`src/rtl/dio_pkg.sv`:
```
// constants shared by the pattern port logic, its checker and its bench
//
// Overview of operation
// - four independent eight-line groups, own direction each
// - reset leaves every group as input
// - new output group stays tristated until data
// - sample width 8/16/24/32 from chosen groups
// - acquired data always leaves as 32-bit words
// - one logic level applies to all lines
// - eight aux lines, function sets their direction
// - indicator yellow output-only, amber both DMA
package dio_pkg;
    // ****************************************************
    // port geometry
    // ****************************************************
    localparam int GROUPS     = 4;
    localparam int GROUP_W    = 8;
    localparam int LINES      = 32;
    localparam int WORD_W     = 32;
    localparam int AUX_LINES  = 8;
    localparam int FIFO_DEPTH = 8;
    // ****************************************************
    // sample width codes (number of groups minus one)
    // ****************************************************
    localparam logic [1:0] WIDTH_8  = 2'h0;
    localparam logic [1:0] WIDTH_16 = 2'h1;
    localparam logic [1:0] WIDTH_24 = 2'h2;
    localparam logic [1:0] WIDTH_32 = 2'h3;
    // ****************************************************
    // logic level codes
    // ****************************************************
    localparam logic [1:0] LEVEL_1V8 = 2'h0;
    localparam logic [1:0] LEVEL_2V5 = 2'h1;
    localparam logic [1:0] LEVEL_3V3 = 2'h2;
    // ****************************************************
    // aux line function codes
    // ****************************************************
    localparam logic [2:0] AUX_OFF     = 3'h0;
    localparam logic [2:0] AUX_SER_OUT = 3'h1;
    localparam logic [2:0] AUX_SER_IO  = 3'h2;
    localparam logic [2:0] AUX_SER_IN  = 3'h3;
    localparam logic [2:0] AUX_HSHAKE  = 3'h4;
    localparam logic [2:0] AUX_TRIG_IN = 3'h5;
    localparam logic [2:0] AUX_EVT_OUT = 3'h6;
    localparam logic [2:0] AUX_CLK_IN  = 3'h7;
    localparam logic [2:0] AUX_CLK_OUT = 3'h7;
    // ****************************************************
    // indicator colour codes and reset values
    // ****************************************************
    localparam logic [1:0] IND_OFF    = 2'h0;
    localparam logic [1:0] IND_RED    = 2'h1;
    localparam logic [1:0] IND_YELLOW = 2'h2;
    localparam logic [1:0] IND_AMBER  = 2'h3;
    localparam logic [3:0] DIR_RESET  = 4'h0;
    localparam logic [1:0] LEVEL_RESET = 2'h2;
endpackage

```
`src/rtl/dio_port.sv`:
```
// pattern port: group direction, tristate, packing, aux lines, indicator
`timescale 1ns/1ps
module dio_port (
    input  wire logic        i_clk,
    input  wire logic        i_rstn,
    // configuration
    input  wire logic [3:0]  i_group_dir,      // 1 = output, per group
    input  wire logic [1:0]  i_width_sel,      // sample width code
    input  wire logic [3:0]  i_group_sel,      // groups making up a sample
    input  wire logic [1:0]  i_level_sel,      // logic level code
    input  wire logic [23:0] i_aux_func,       // 3 bits per aux line
    input  wire logic        i_acq_en,         // acquisition running
    input  wire logic        i_in_dma,         // input dma active
    input  wire logic        i_out_dma,        // output dma active
    // sample strobe and output data
    input  wire logic        i_sample,         // one-cycle sample strobe
    input  wire logic [31:0] i_out_data,       // data to drive
    input  wire logic        i_out_valid,      // output data present
    // parallel lines
    input  wire logic [31:0] i_parallel_lines,
    output logic [31:0]      o_parallel_lines,
    output logic [31:0]      o_parallel_lines_oe,
    // aux lines
    input  wire logic [7:0]  i_aux_function_line,
    output logic [7:0]       o_aux_function_line,
    output logic [7:0]       o_aux_function_line_oe,
    input  wire logic [7:0]  i_aux_out,        // values for aux outputs
    output logic [7:0]       o_aux_in,         // synchronised aux inputs
    // packed word stream
    output logic [31:0]      o_pattern_input,
    output logic             o_pattern_valid,
    input  wire logic        i_pattern_ready,
    output logic             o_overflow,
    // level and indicator
    output logic [1:0]       o_level,
    output logic [1:0]       o_access_indicator,
    output logic [3:0]       o_group_dir
);
    // ****************************************************
    // input synchronisers
    // ****************************************************
    logic [31:0] pin_s1_r;   // first stage, read only by second
    logic [31:0] pin_s2_r;
    logic [31:0] pin_s3_r;
    logic [31:0] pin_r;      // accepted level
    logic [7:0]  aux_s1_r;
    logic [7:0]  aux_s2_r;
    logic [7:0]  aux_s3_r;
    logic [7:0]  aux_r;

    // three stages, change taken when stages two and three agree
    always_ff @(posedge i_clk) begin
        if (!i_rstn) begin
            pin_s1_r <= '0;
            pin_s2_r <= '0;
            pin_s3_r <= '0;
            pin_r    <= '0;
            aux_s1_r <= '0;
            aux_s2_r <= '0;
            aux_s3_r <= '0;
            aux_r    <= '0;
        end else begin
            pin_s1_r <= i_parallel_lines;
            pin_s2_r <= pin_s1_r;
            pin_s3_r <= pin_s2_r;
            // stages that disagree keep the last accepted level
            pin_r    <= ((pin_s2_r ~^ pin_s3_r) & pin_s2_r) |
                        (~(pin_s2_r ~^ pin_s3_r) & pin_r);
            aux_s1_r <= i_aux_function_line;
            aux_s2_r <= aux_s1_r;
            aux_s3_r <= aux_s2_r;
            aux_r    <= (aux_s2_r == aux_s3_r) ? aux_s2_r : aux_r;
        end
    end

    // ****************************************************
    // group direction and tristate
    // ****************************************************
    logic [3:0] dir_r;      // applied direction
    logic [3:0] driven_r;   // group has received output data
    logic [3:0] oe_nxt;

    // direction per group
    // held while a sample is being packed so no sample mixes settings
    always_ff @(posedge i_clk) begin
        if (!i_rstn) begin
            dir_r <= dio_pkg::DIR_RESET;
        end else if (i_sample || !i_acq_en) begin
            dir_r <= i_group_dir;
        end
    end

    always_ff @(posedge i_clk) begin
        if (!i_rstn) begin
            driven_r <= '0;
        end else begin
            driven_r <= dir_r & (driven_r | {4{i_out_valid}});
        end
    end

    always_comb begin
        oe_nxt = dir_r & driven_r;
    end

    // output lines registered, enable expanded to eight lines per group
    always_ff @(posedge i_clk) begin
        if (!i_rstn) begin
            o_parallel_lines    <= '0;
            o_parallel_lines_oe <= '0;
        end else begin
            for (int g = 0; g < dio_pkg::GROUPS; g++) begin
                o_parallel_lines_oe[g*8 +: 8] <= {8{oe_nxt[g]}};
                if (i_out_valid) begin
                    o_parallel_lines[g*8 +: 8] <= i_out_data[g*8 +: 8];
                end
            end
        end
    end

    // ****************************************************
    // sample gathering and packing
    // ****************************************************
    logic [31:0] sample;      // selected groups, lowest first
    logic [5:0]  samp_bits;   // bits per sample
    logic [31:0] acc_r;       // word under construction
    logic [5:0]  fill_r;      // bits already in acc_r
    logic [31:0] merged;
    logic [6:0]  total;
    logic        word_done;
    logic        f_ready;
    logic        f_valid;
    logic [31:0] f_data;

    always_comb begin
        logic [2:0] n;
        n      = 3'h0;
        sample = '0;
        for (int g = 0; g < dio_pkg::GROUPS; g++) begin
            if (i_group_sel[g] && !dir_r[g] && n <= {1'b0, i_width_sel}) begin
                sample[n*8 +: 8] = pin_r[g*8 +: 8];
                n = n + 3'h1;
            end
        end
        samp_bits = 6'({i_width_sel, 3'h0}) + 6'h08;
    end

    always_comb begin
        merged    = acc_r | (sample << fill_r);
        total     = 7'(fill_r) + 7'(samp_bits);
        word_done = (total >= 7'h20);
    end

    // accumulator; leftover bits of a 24-bit sample carry into next word
    always_ff @(posedge i_clk) begin
        if (!i_rstn) begin
            acc_r  <= '0;
            fill_r <= '0;
        end else if (!i_acq_en) begin
            acc_r  <= '0;
            fill_r <= '0;
        end else if (i_sample && f_ready) begin
            if (word_done) begin
                acc_r  <= (fill_r == 6'h00) ? '0 : sample >> (6'h20 - fill_r);
                fill_r <= 6'(total - 7'h20);
            end else begin
                acc_r  <= merged;
                fill_r <= 6'(total);
            end
        end
    end

    // samples lost while the fifo is full
    always_ff @(posedge i_clk) begin
        if (!i_rstn) begin
            o_overflow <= 1'b0;
        end else if (!i_acq_en) begin
            o_overflow <= 1'b0;
        end else if (i_sample && !f_ready) begin
            o_overflow <= 1'b1;
        end
    end

    dio_fifo #(
        .WIDTH (dio_pkg::WORD_W),
        .DEPTH (dio_pkg::FIFO_DEPTH)
    ) u_fifo (
        .i_clk   (i_clk),
        .i_rstn  (i_rstn),
        .i_data  (merged),
        .i_valid (i_acq_en && i_sample && word_done),
        .o_ready (f_ready),
        .o_data  (f_data),
        .o_valid (f_valid),
        .i_ready (!o_pattern_valid)  // stage loads whenever empty, so pop then
    );

    // output register stage keeps the stream from a flip-flop
    always_ff @(posedge i_clk) begin
        if (!i_rstn) begin
            o_pattern_input <= '0;
            o_pattern_valid <= 1'b0;
        end else if (!o_pattern_valid || i_pattern_ready) begin
            o_pattern_valid <= f_valid && !o_pattern_valid;
            if (f_valid && !o_pattern_valid) begin
                o_pattern_input <= f_data;
            end
        end
    end

    // ****************************************************
    // aux lines, level, indicator
    // ****************************************************
    // function sets direction
    always_ff @(posedge i_clk) begin
        if (!i_rstn) begin
            o_aux_function_line    <= '0;
            o_aux_function_line_oe <= '0;
            o_aux_in               <= '0;
        end else begin
            o_aux_in            <= aux_r;
            o_aux_function_line <= i_aux_out;
            for (int a = 0; a < dio_pkg::AUX_LINES; a++) begin
                case (i_aux_func[a*3 +: 3])
                    dio_pkg::AUX_SER_OUT,
                    dio_pkg::AUX_HSHAKE,
                    dio_pkg::AUX_EVT_OUT: o_aux_function_line_oe[a] <= 1'b1;
                    // bidirectional serial data driven only low
                    dio_pkg::AUX_SER_IO:  o_aux_function_line_oe[a] <= ~i_aux_out[a];
                    default:              o_aux_function_line_oe[a] <= 1'b0;
                endcase
            end
        end
    end

    always_ff @(posedge i_clk) begin
        if (!i_rstn) begin
            o_level <= dio_pkg::LEVEL_RESET;
        end else if (i_level_sel <= dio_pkg::LEVEL_3V3) begin
            o_level <= i_level_sel;
        end
    end

    always_ff @(posedge i_clk) begin
        if (!i_rstn) begin
            o_access_indicator <= dio_pkg::IND_OFF;
        end else begin
            case ({i_in_dma, i_out_dma})
                2'h3:    o_access_indicator <= dio_pkg::IND_AMBER;
                2'h1:    o_access_indicator <= dio_pkg::IND_YELLOW;
                2'h2:    o_access_indicator <= dio_pkg::IND_RED;
                default: o_access_indicator <= dio_pkg::IND_OFF;
            endcase
        end
    end

    always_ff @(posedge i_clk) begin
        if (!i_rstn) begin
            o_group_dir <= dio_pkg::DIR_RESET;
        end else begin
            o_group_dir <= dir_r;
        end
    end
endmodule

```
`src/rtl/dio_fifo.sv`:
```
// small flip-flop fifo carrying packed words toward the host side
`timescale 1ns/1ps
module dio_fifo #(
    parameter int WIDTH = 32,
    parameter int DEPTH = 8
) (
    input  wire logic             i_clk,
    input  wire logic             i_rstn,
    input  wire logic [WIDTH-1:0] i_data,
    input  wire logic             i_valid,
    output logic                  o_ready,
    output logic [WIDTH-1:0]      o_data,
    output logic                  o_valid,
    input  wire logic             i_ready
);
    localparam int AW = $clog2(DEPTH);
    logic [WIDTH-1:0] mem_r [DEPTH];  // storage
    logic [AW-1:0]    wr_r;           // write index
    logic [AW-1:0]    rd_r;           // read index
    logic [AW:0]      cnt_r;          // fill level
    logic             push;
    logic             pop;

    assign push    = i_valid && o_ready;
    assign pop     = o_valid && i_ready;
    assign o_ready = (cnt_r != AW'(0) + (AW+1)'(DEPTH)) ? 1'b1 : 1'b0;
    assign o_valid = (cnt_r != '0);
    assign o_data  = mem_r[rd_r];

    // storage write, no reset needed on data
    always_ff @(posedge i_clk) begin
        if (push) begin
            mem_r[wr_r] <= i_data;
        end
    end

    // pointers and fill level
    always_ff @(posedge i_clk) begin
        if (!i_rstn) begin
            wr_r  <= '0;
            rd_r  <= '0;
            cnt_r <= '0;
        end else begin
            if (push) begin
                wr_r <= (wr_r == AW'(DEPTH-1)) ? '0 : wr_r + 1'b1;
            end
            if (pop) begin
                rd_r <= (rd_r == AW'(DEPTH-1)) ? '0 : rd_r + 1'b1;
            end
            // simultaneous push and pop keep the level
            if (push && !pop) begin
                cnt_r <= cnt_r + 1'b1;
            end else if (pop && !push) begin
                cnt_r <= cnt_r - 1'b1;
            end
        end
    end
endmodule

```
`config.mk`:
```
export PLATFORM = sky130hd
export DESIGN_NAME = dio_port
export DESIGN_NICKNAME = d
export VERILOG_FILES = /design/src/rtl/dio_pkg.sv /design/src/rtl/dio_port.sv /design/src/rtl/dio_fifo.sv
export SDC_FILE = /design/constraint.sdc
export NUM_CORES = 1
export LEC_CHECK = 0
export BUFFER_PORTS_ARGS = -buffer_cell sky130_fd_sc_hd__buf_2
export CORE_MARGIN = 8
export CORE_UTILIZATION = 45
export DETAILED_ROUTE_END_ITERATION = 6
export MAX_ROUTING_LAYER = met4
export PLACE_DENSITY_LB_ADDON = 0.15
export SLEW_MARGIN = 20
export SYNTH_ARGS = -nofsm -noshare
export SYNTH_HDL_FRONTEND = slang
export SYNTH_SLANG_ARGS = --single-unit
```
`constraint.sdc`:
```
create_clock -name i_clk -period 11.4 [get_ports i_clk]
set_clock_uncertainty 0.2 [all_clocks]
set_input_delay 1.14 -clock i_clk [delete_from_list [all_inputs] [get_ports i_clk]]
set_output_delay 1.14 -clock i_clk [all_outputs]
set_load 0.03 [all_outputs]
```
== Yosys cells after proc, flatten, opt, wreduce, memory -nomap -nowiden ==
Memory sizes are Yosys's and may differ from the RTL's. A register that Yosys moved wholly into a read port is not among the register bits.
Index checks and enable logic that the tools add are counted.

* Flip-flop bits (word level): 307
* Bits in latches: 0
* Memory bits (writable): 256
* Memory bits (read-only): 0
* Bits of input ports: 124
* Logic and storage cells: 177
* Memories kept: 1

* Add/sub/neg operators: 13
* $mul: 0
* Div/mod/pow operators: 0
* $lt $le $gt $ge: 5
* Equal/unequal tests: 39
* Shift operators: 8
* Muxes and demuxes: 29
* Bitwise gates (word level): 17
* Reduce and logical (&&, ||, !) cells: 40

{| class="wikitable"
|+ Memories
! memory !! depth !! width !! rd ports !! clocked after Yosys merged registers in !! wr ports !! line !! text
|-
| u_fifo.mem_r || 8 || 32 || 1 || 1 || 1 || dio_fifo.sv:17 || <nowiki>logic [WIDTH-1:0] mem_r [DEPTH];</nowiki>
|}

{| class="wikitable"
|+ Operators by type and width
! cell !! number
|-
| 32-bit two-way mux || 5
|-
| 6-bit negator with 34-bit output || 3
|-
| 8-bit by 34-bit variable shift with 32-bit output, first input constant || 3
|-
| 8-bit by 34-bit indexed part select with 32-bit output || 3
|-
| 32-bit bitwise mux || 3
|-
| 32-bit AND || 2
|-
| 32-bit bitwise OR || 2
|-
| 3-bit == test, second input constant || 18
|-
| 32-bit inverter || 1
|-
| 32-bit by 6-bit left shift with 32-bit output || 1
|-
| 32-bit by 6-bit right shift with 32-bit output || 1
|-
| 32-bit bitwise XNOR || 1
|-
| 3-bit by 1-bit == test with 1-bit output, second input constant || 8
|-
| 3-bit by 2-bit == test with 1-bit output, second input constant || 8
|-
| 3-bit OR reduction || 8
|-
| 1-bit one-hot mux with 2 select lines || 8
|-
| 1-bit logical AND || 15
|-
| 3-bit by 1-bit adder with 3-bit output, second input constant || 4
|-
| 3-bit two-way mux || 4
|-
| 1-bit zero test || 10
|-
| 3-bit by 2-bit <= comparator with 1-bit output || 3
|-
| 4-bit AND || 2
|-
| 8-bit == test || 1
|-
| 4-bit two-way mux || 2
|-
| other kinds (22) || 35
|}

== Longest topological paths before layout ==
* Depth in word-level cells: 16
* Gate-level depth with buffers: 22

== Cells and area by module ==
A second synthesis with hierarchy kept.

* Cell total of the unflattened synthesis: 1842
* Area total of the unflattened synthesis: 23207.3 µm²

{| class="wikitable"
|+ By module, submodules not included
! module !! times used !! cells each !! area an instance (µm²) !! seq. area each (µm²)
|-
| dio_port || 1 || 1397 || 12764.7 || 6105.9
|-
| dio_fifo || 1 || 445 || 10442.5 || 7947.6
|}

== Worst setup path after synthesis ==
OpenSTA, ideal clock, no wires.

* Path type: input to register
* Start point: input port i_width_sel[1]
* End point: memory u_fifo.mem_r[0][0], enable pin
* Arrival: 5.913 ns
* Required time: 10.698 ns
* Path slack: 4.785 ns
* Stages on the path: 9
* Path buffers: 1
* Cells stage by stage: ha_1 -> ha_1 -> inv_1 -> fa_1 -> and2_1 -> clkbuf_1 -> nor2_1 -> nand2_1 -> nor4_1

* Cells in the longest elaborated chain, start to end: 7

{| class="wikitable"
|+ RTL lines
! what !! line !! text
|-
| start: declaration || dio_port.sv:8 || <nowiki>input wire logic [1:0] i_width_sel,</nowiki>
|-
| 5-bit by 4-bit adder with 6-bit output || dio_port.sv:144 || <nowiki>samp_bits = 6'({i_width_sel, 3'h0}) + 6'h08;</nowiki>
|-
| 6-bit by 6-bit adder with 7-bit output || dio_port.sv:149 || <nowiki>total = 7'(fill_r) + 7'(samp_bits);</nowiki>
|-
| 7-bit by 6-bit greater-or-equal comparator with 1-bit output || dio_port.sv:150 || <nowiki>word_done = (total >= 7'h20);</nowiki>
|-
| 1-bit logical AND || dio_port.sv:190 || <nowiki>.i_valid (i_acq_en && i_sample && word_done),</nowiki>
|-
| 1-bit logical AND || dio_fifo.sv:24 || <nowiki>assign push = i_valid && o_ready;</nowiki>
|-
| 1-bit two-way mux || dio_fifo.sv:32 || <nowiki>if (push) begin</nowiki>
|-
| 1-bit two-way mux (not written as such) || dio_fifo.sv:33 || <nowiki>mem_r[wr_r] <= i_data;</nowiki>
|-
| end: declaration || dio_fifo.sv:17 ||
|}

Every way passes these cells.

== Worst setup path after layout ==
* Start point: input port i_group_sel[0]
* End point: memory u_fifo.mem_r[3][29], data pin

* Cells in the longest elaborated chain, start to end: 14

{| class="wikitable"
|+ RTL lines
! what !! line !! text
|-
| start: declaration || dio_port.sv:9 || <nowiki>input wire logic [3:0] i_group_sel,</nowiki>
|-
| 1-bit logical AND * || dio_port.sv:139 || <nowiki>if (i_group_sel[g] && !dir_r[g] && n <= {1'b0, i_width_sel}) begin</nowiki>
|-
| 1-bit two-way mux || dio_port.sv:139 ||
|-
| 3-bit by 2-bit <= comparator with 1-bit output || dio_port.sv:139 ||
|-
| 1-bit logical AND || dio_port.sv:139 ||
|-
| 3-bit two-way mux || dio_port.sv:139 ||
|-
| 3-bit by 2-bit <= comparator with 1-bit output || dio_port.sv:139 ||
|-
| 1-bit logical AND || dio_port.sv:139 ||
|-
| 3-bit two-way mux || dio_port.sv:139 ||
|-
| 6-bit negator with 34-bit output || dio_port.sv:140 || <nowiki>sample[n*8 +: 8] = pin_r[g*8 +: 8];</nowiki>
|-
| 8-bit by 34-bit indexed part select with 32-bit output / 8-bit by 34-bit variable shift with 32-bit output (equally long branches) || dio_port.sv:140 ||
|-
| 32-bit bitwise mux || dio_port.sv:140 ||
|-
| 32-bit two-way mux * || dio_port.sv:139 ||
|-
| 32-bit by 6-bit left shift with 32-bit output * || dio_port.sv:148 || <nowiki>merged = acc_r | (sample << fill_r);</nowiki>
|-
| 32-bit bitwise OR * || dio_port.sv:148 ||
|-
| named net merged[29] || dio_port.sv:127 || <nowiki>logic [31:0] merged;</nowiki>
|}

The timed path passes the listed nets; every way through them passes the cells marked *.

==> impl_metrics.tcl <==
set metrics [dict create \
    synth_top_family_by_area "simple AND/OR/NAND/NOR gates" \
    die-area_um2 58600 \
    worstSetupPathDepth 19 \
    clk_pin_slew_ns 0.06 \
    area_delta_synth_final_pct 16.4 \
    synth_ff_type "dfxtp_1" \
    synthAdderAreaFrac 0.0135 \
    synthXorXnorAreaFrac 0.00457 \
    cp-start-kind "primary input" \
    cts.sinks 571 \
    setup_violations 0 \
    synth.area.mux_share 0.116 \
    grt_pass1_vias 15200 \
    critPathKind "primary input to register" \
    rsz0062_at_grt "false" \
    avgSynthCellArea_um2 12.7 \
    slowest_stage "a21oi_1" \
    p_per_area_nw_per_um2 195 \
    ys_seq_elements 571 \
    final_util 0.526 \
    synth_edf_count 256 \
    grt_usage 0.199 \
    power.leakage_nw 10.7 \
    finalSetupTns_ns 0 \
    worst_slew_pin_slew_ns 1.06 \
    max_freq_mhz 135 \
    async_reset_ff_frac 0 \
    cts-htree-levels 2 \
    synth_area_um2 23000 \
    clkLatencyLatePin_ns 0.63 \
    post-cts-setup-buffers 0 \
    min_period_over_period 0.648 \
    grt_pass1_wl_mm 89.7 \
    first_iter_violations 935 \
    postCtsHoldBufs 0 \
    synth_nets 1963 \
    cp_max_fo 15 \
    ctsRootBufferMaster "clkbuf_16" \
    cts-buffers-inserted 57 \
    drcViolationCount 0 \
    cts-resized-gates 0 \
    ys_seq_area_frac 0.608 \
    fin_crit_ns 7.39 \
    vias 14900 \
    maxSlewViolCount 0 \
    die_height_um 242 \
    ios 254 \
    hold_class "register to register" \
    critPathMaxStageDelay_ns 0.85 \
    routedWlPerCell_um 21.0 \
    num_rows 83 \
    path_cells "buf_2, nand2b_1, ha_1, or3_1, and2_1, ha_1, nor2b_1, o21ai_1, nand2_1, fa_1, ha_1, nand2_1, o21ai_1, nand2_1, a21oi_1, a22oi_1, mux2i_1, mux2i_1, o21bai_1" \
    status "completed" \
    peakVddDrop_mv 0.112 \
    crit_buf_inv 1 \
    synth.area.top_cells "edfxtp_1 33%, dfxtp_1 27%, mux4_2 6.4%, mux2i_1 4.6%, and2_1 4.6%" \
    timing_hold_violations_final 0 \
    cts_buffer_depth 3 \
    synth_compound_gate_area_share 0.106 \
    grt-ovfl-total 0 \
    antenna_found_initial 5 \
    fill_cells 4463 \
    port_buffers 253 \
    cap_violations 0 \
    holdPathStages 1 \
    worstPathRequired_ns 11.53 \
    cts_tree "done" \
    yosysTopAreaCell "edfxtp_1" \
    drive_above_1_share 0.229 \
    finalWeightedCongestion 0.941 \
    crit_path_end_kind "register" \
    synth_top_cell_area_share 0.334 \
    syn_inst 1816 \
    arrival_ns 7.52 \
    maxSlewHeadroom 0.292 \
    ys.warnings.count 0 \
    ys_types 69 \
    postRouteWirelength_mm 58.0 \
    place.detailed.hpwl_mm 39.0 \
    synthSimpleGateAreaFrac 0.121 \
    detail-route-antenna-nets 0 \
    final_nets 2174 \
    grt_max_degree 110 \
    start_util 0.452 \
    core_area_um2 50900 \
    cp_top_family "compound AO/OA/AOI/OAI gates" \
    viasPerCell 5.40 \
    r2r_cells 18 \
    dr.pass1.iters 7 \
    fp.dieW_um 242 \
]
## layout by cell type (no fill, tap or decap), types with 17 or more instances in the layout
cell type  netlist  routed
dfxtp_1        315     312
and2_1         168     168
nand2_1        151     151
clkbuf_16        0      58
o21ai_0         67      67
a21boi_0        38      38
a21oi_1         36      35
nor3_1          28      23
o211a_1         32      32
buf_2            4     252
edfxtp_1       256     256
mux4_2          65      65
nor2_1          53      50
o21ai_1         18      18
buf_4           29      22
inv_1           33      33
nor2b_1         58      58
ha_1            20      20
nand2b_1        18      18
a21o_1          17      17
mux2i_1        106     106
## final cells by class
class / count / area (um^2) / area share
multi-input cells: 1083 / 8340 / 0.311
diodes: 6 / 15.0 / 0.000561
clock buffers: 80 / 1650 / 0.0618
clock inverters: 28 / 327 / 0.0122
repair buffers: 275 / 1440 / 0.0537
inverters: 39 / 146 / 0.00547
well taps: 680 / 851 / 0.0318
flip-flops and latches: 571 / 14000 / 0.523
## synthesized netlist by cell type (6+ instances only)
cell / instances
a21boi_0: 38
and2_1: 168
o21ai_1: 18
a222oi_1: 6
buf_4: 29
o21a_1: 8
nor2b_1: 58
a31oi_1: 15
ha_1: 20
a21o_1: 17
a21oi_1: 36
nor3_1: 28
and3_1: 11
dfxtp_1: 315
o21bai_1: 10
nor4_1: 8
o211a_1: 32
a221oi_1: 13
inv_1: 33
mux4_2: 65
xor2_1: 8
buf_1: 15
a22oi_1: 15
mux2_2: 9
o21ai_0: 67
nand2_1: 151
o211ai_1: 8
mux2i_1: 106
o22ai_1: 8
nand4_1: 7
a211o_1: 9
nor2_1: 53
nand2b_1: 18
clkbuf_1: 75
o221ai_1: 9
edfxtp_1: 256
## power breakdown
group | switching (mW) | internal (mW)
Sequential | 0.0841 | 2.26
Clock | 0.780 | 1.15
Combinational | 0.560 | 0.389
## through the flow
stage                     area [um^2]  hold WS, ns  cells  power [mW]  setup slack, ns
final                           26800        0.226   2762        5.22             4.01
after floorplan                 23000        0.212   1816        3.07             4.79
after detailed placement        24800        0.217   2648        3.36             3.47
after CTS                       26800        0.228   2756        5.29             4.11
after global routing            26800        0.238   2761        5.46             3.51
after global placement          24800        0.216   2648        3.34             3.51
## path summary, 6_finish.rpt
kind                  startpoint             endpoint  slack, ns
setup / recovery  i_group_sel[0]  u_fifo.mem_r[3][29]       4.01
hold / removal       pin_s1_r[9]          pin_s2_r[9]       0.23
setup reg to reg        dir_r[0]  u_fifo.mem_r[3][29]       4.19
hold reg to reg      pin_s1_r[9]          pin_s2_r[9]       0.23
## cell families (layout without fill, tap and decap cells)
group | count (synthesis) | after routing
buf+inv | 162 | 422
simple gates | 524 | 524
xor+xnor | 12 | 12
compound gates | 341 | 341
mux | 183 | 183
other cells | 0 | 6
fa+ha+maj | 23 | 23
flops | 571 | 571
## worst register-to-register path: stages (launching register included)
cell      delay, ns
dfxtp_1        0.37
nand2b_1       0.53
ha_1           0.35
or3_1          0.37
and2_1         0.27
ha_1           0.61
nor2b_1        0.12
o21ai_1        0.56
nand2_1        0.23
fa_1           0.54
ha_1           0.30
nand2_1        0.05
o21ai_1        0.17
nand2_1        0.19
a21oi_1        0.85
a22oi_1        0.36
mux2i_1        0.23
mux2i_1        0.12
o21bai_1       0.51
## flip-flops by register name, summed over array words and instances, names as in the netlist, 32 cells and up
name / flops
acc_r: 32
pin_s3_r: 32
pin_s2_r: 32
o_pattern_input: 32
o_parallel_lines: 32
pin_r: 32
u_fifo.mem_r: 256
pin_s1_r: 32
## per-layer routing
metal / up-vias / routed length, um / global-route usage / part of all wire
li1: 7039 / - / - / -
met1: 7359 / 25400 / 0.250 / 0.44
met2: 427 / 27700 / 0.319 / 0.48
met3: 94 / 3450 / 0.0431 / 0.059
met4: 0 / 1480 / 0.0621 / 0.026
met5: - / 0 / - / 0
Power figures use the tool's default switching activity.
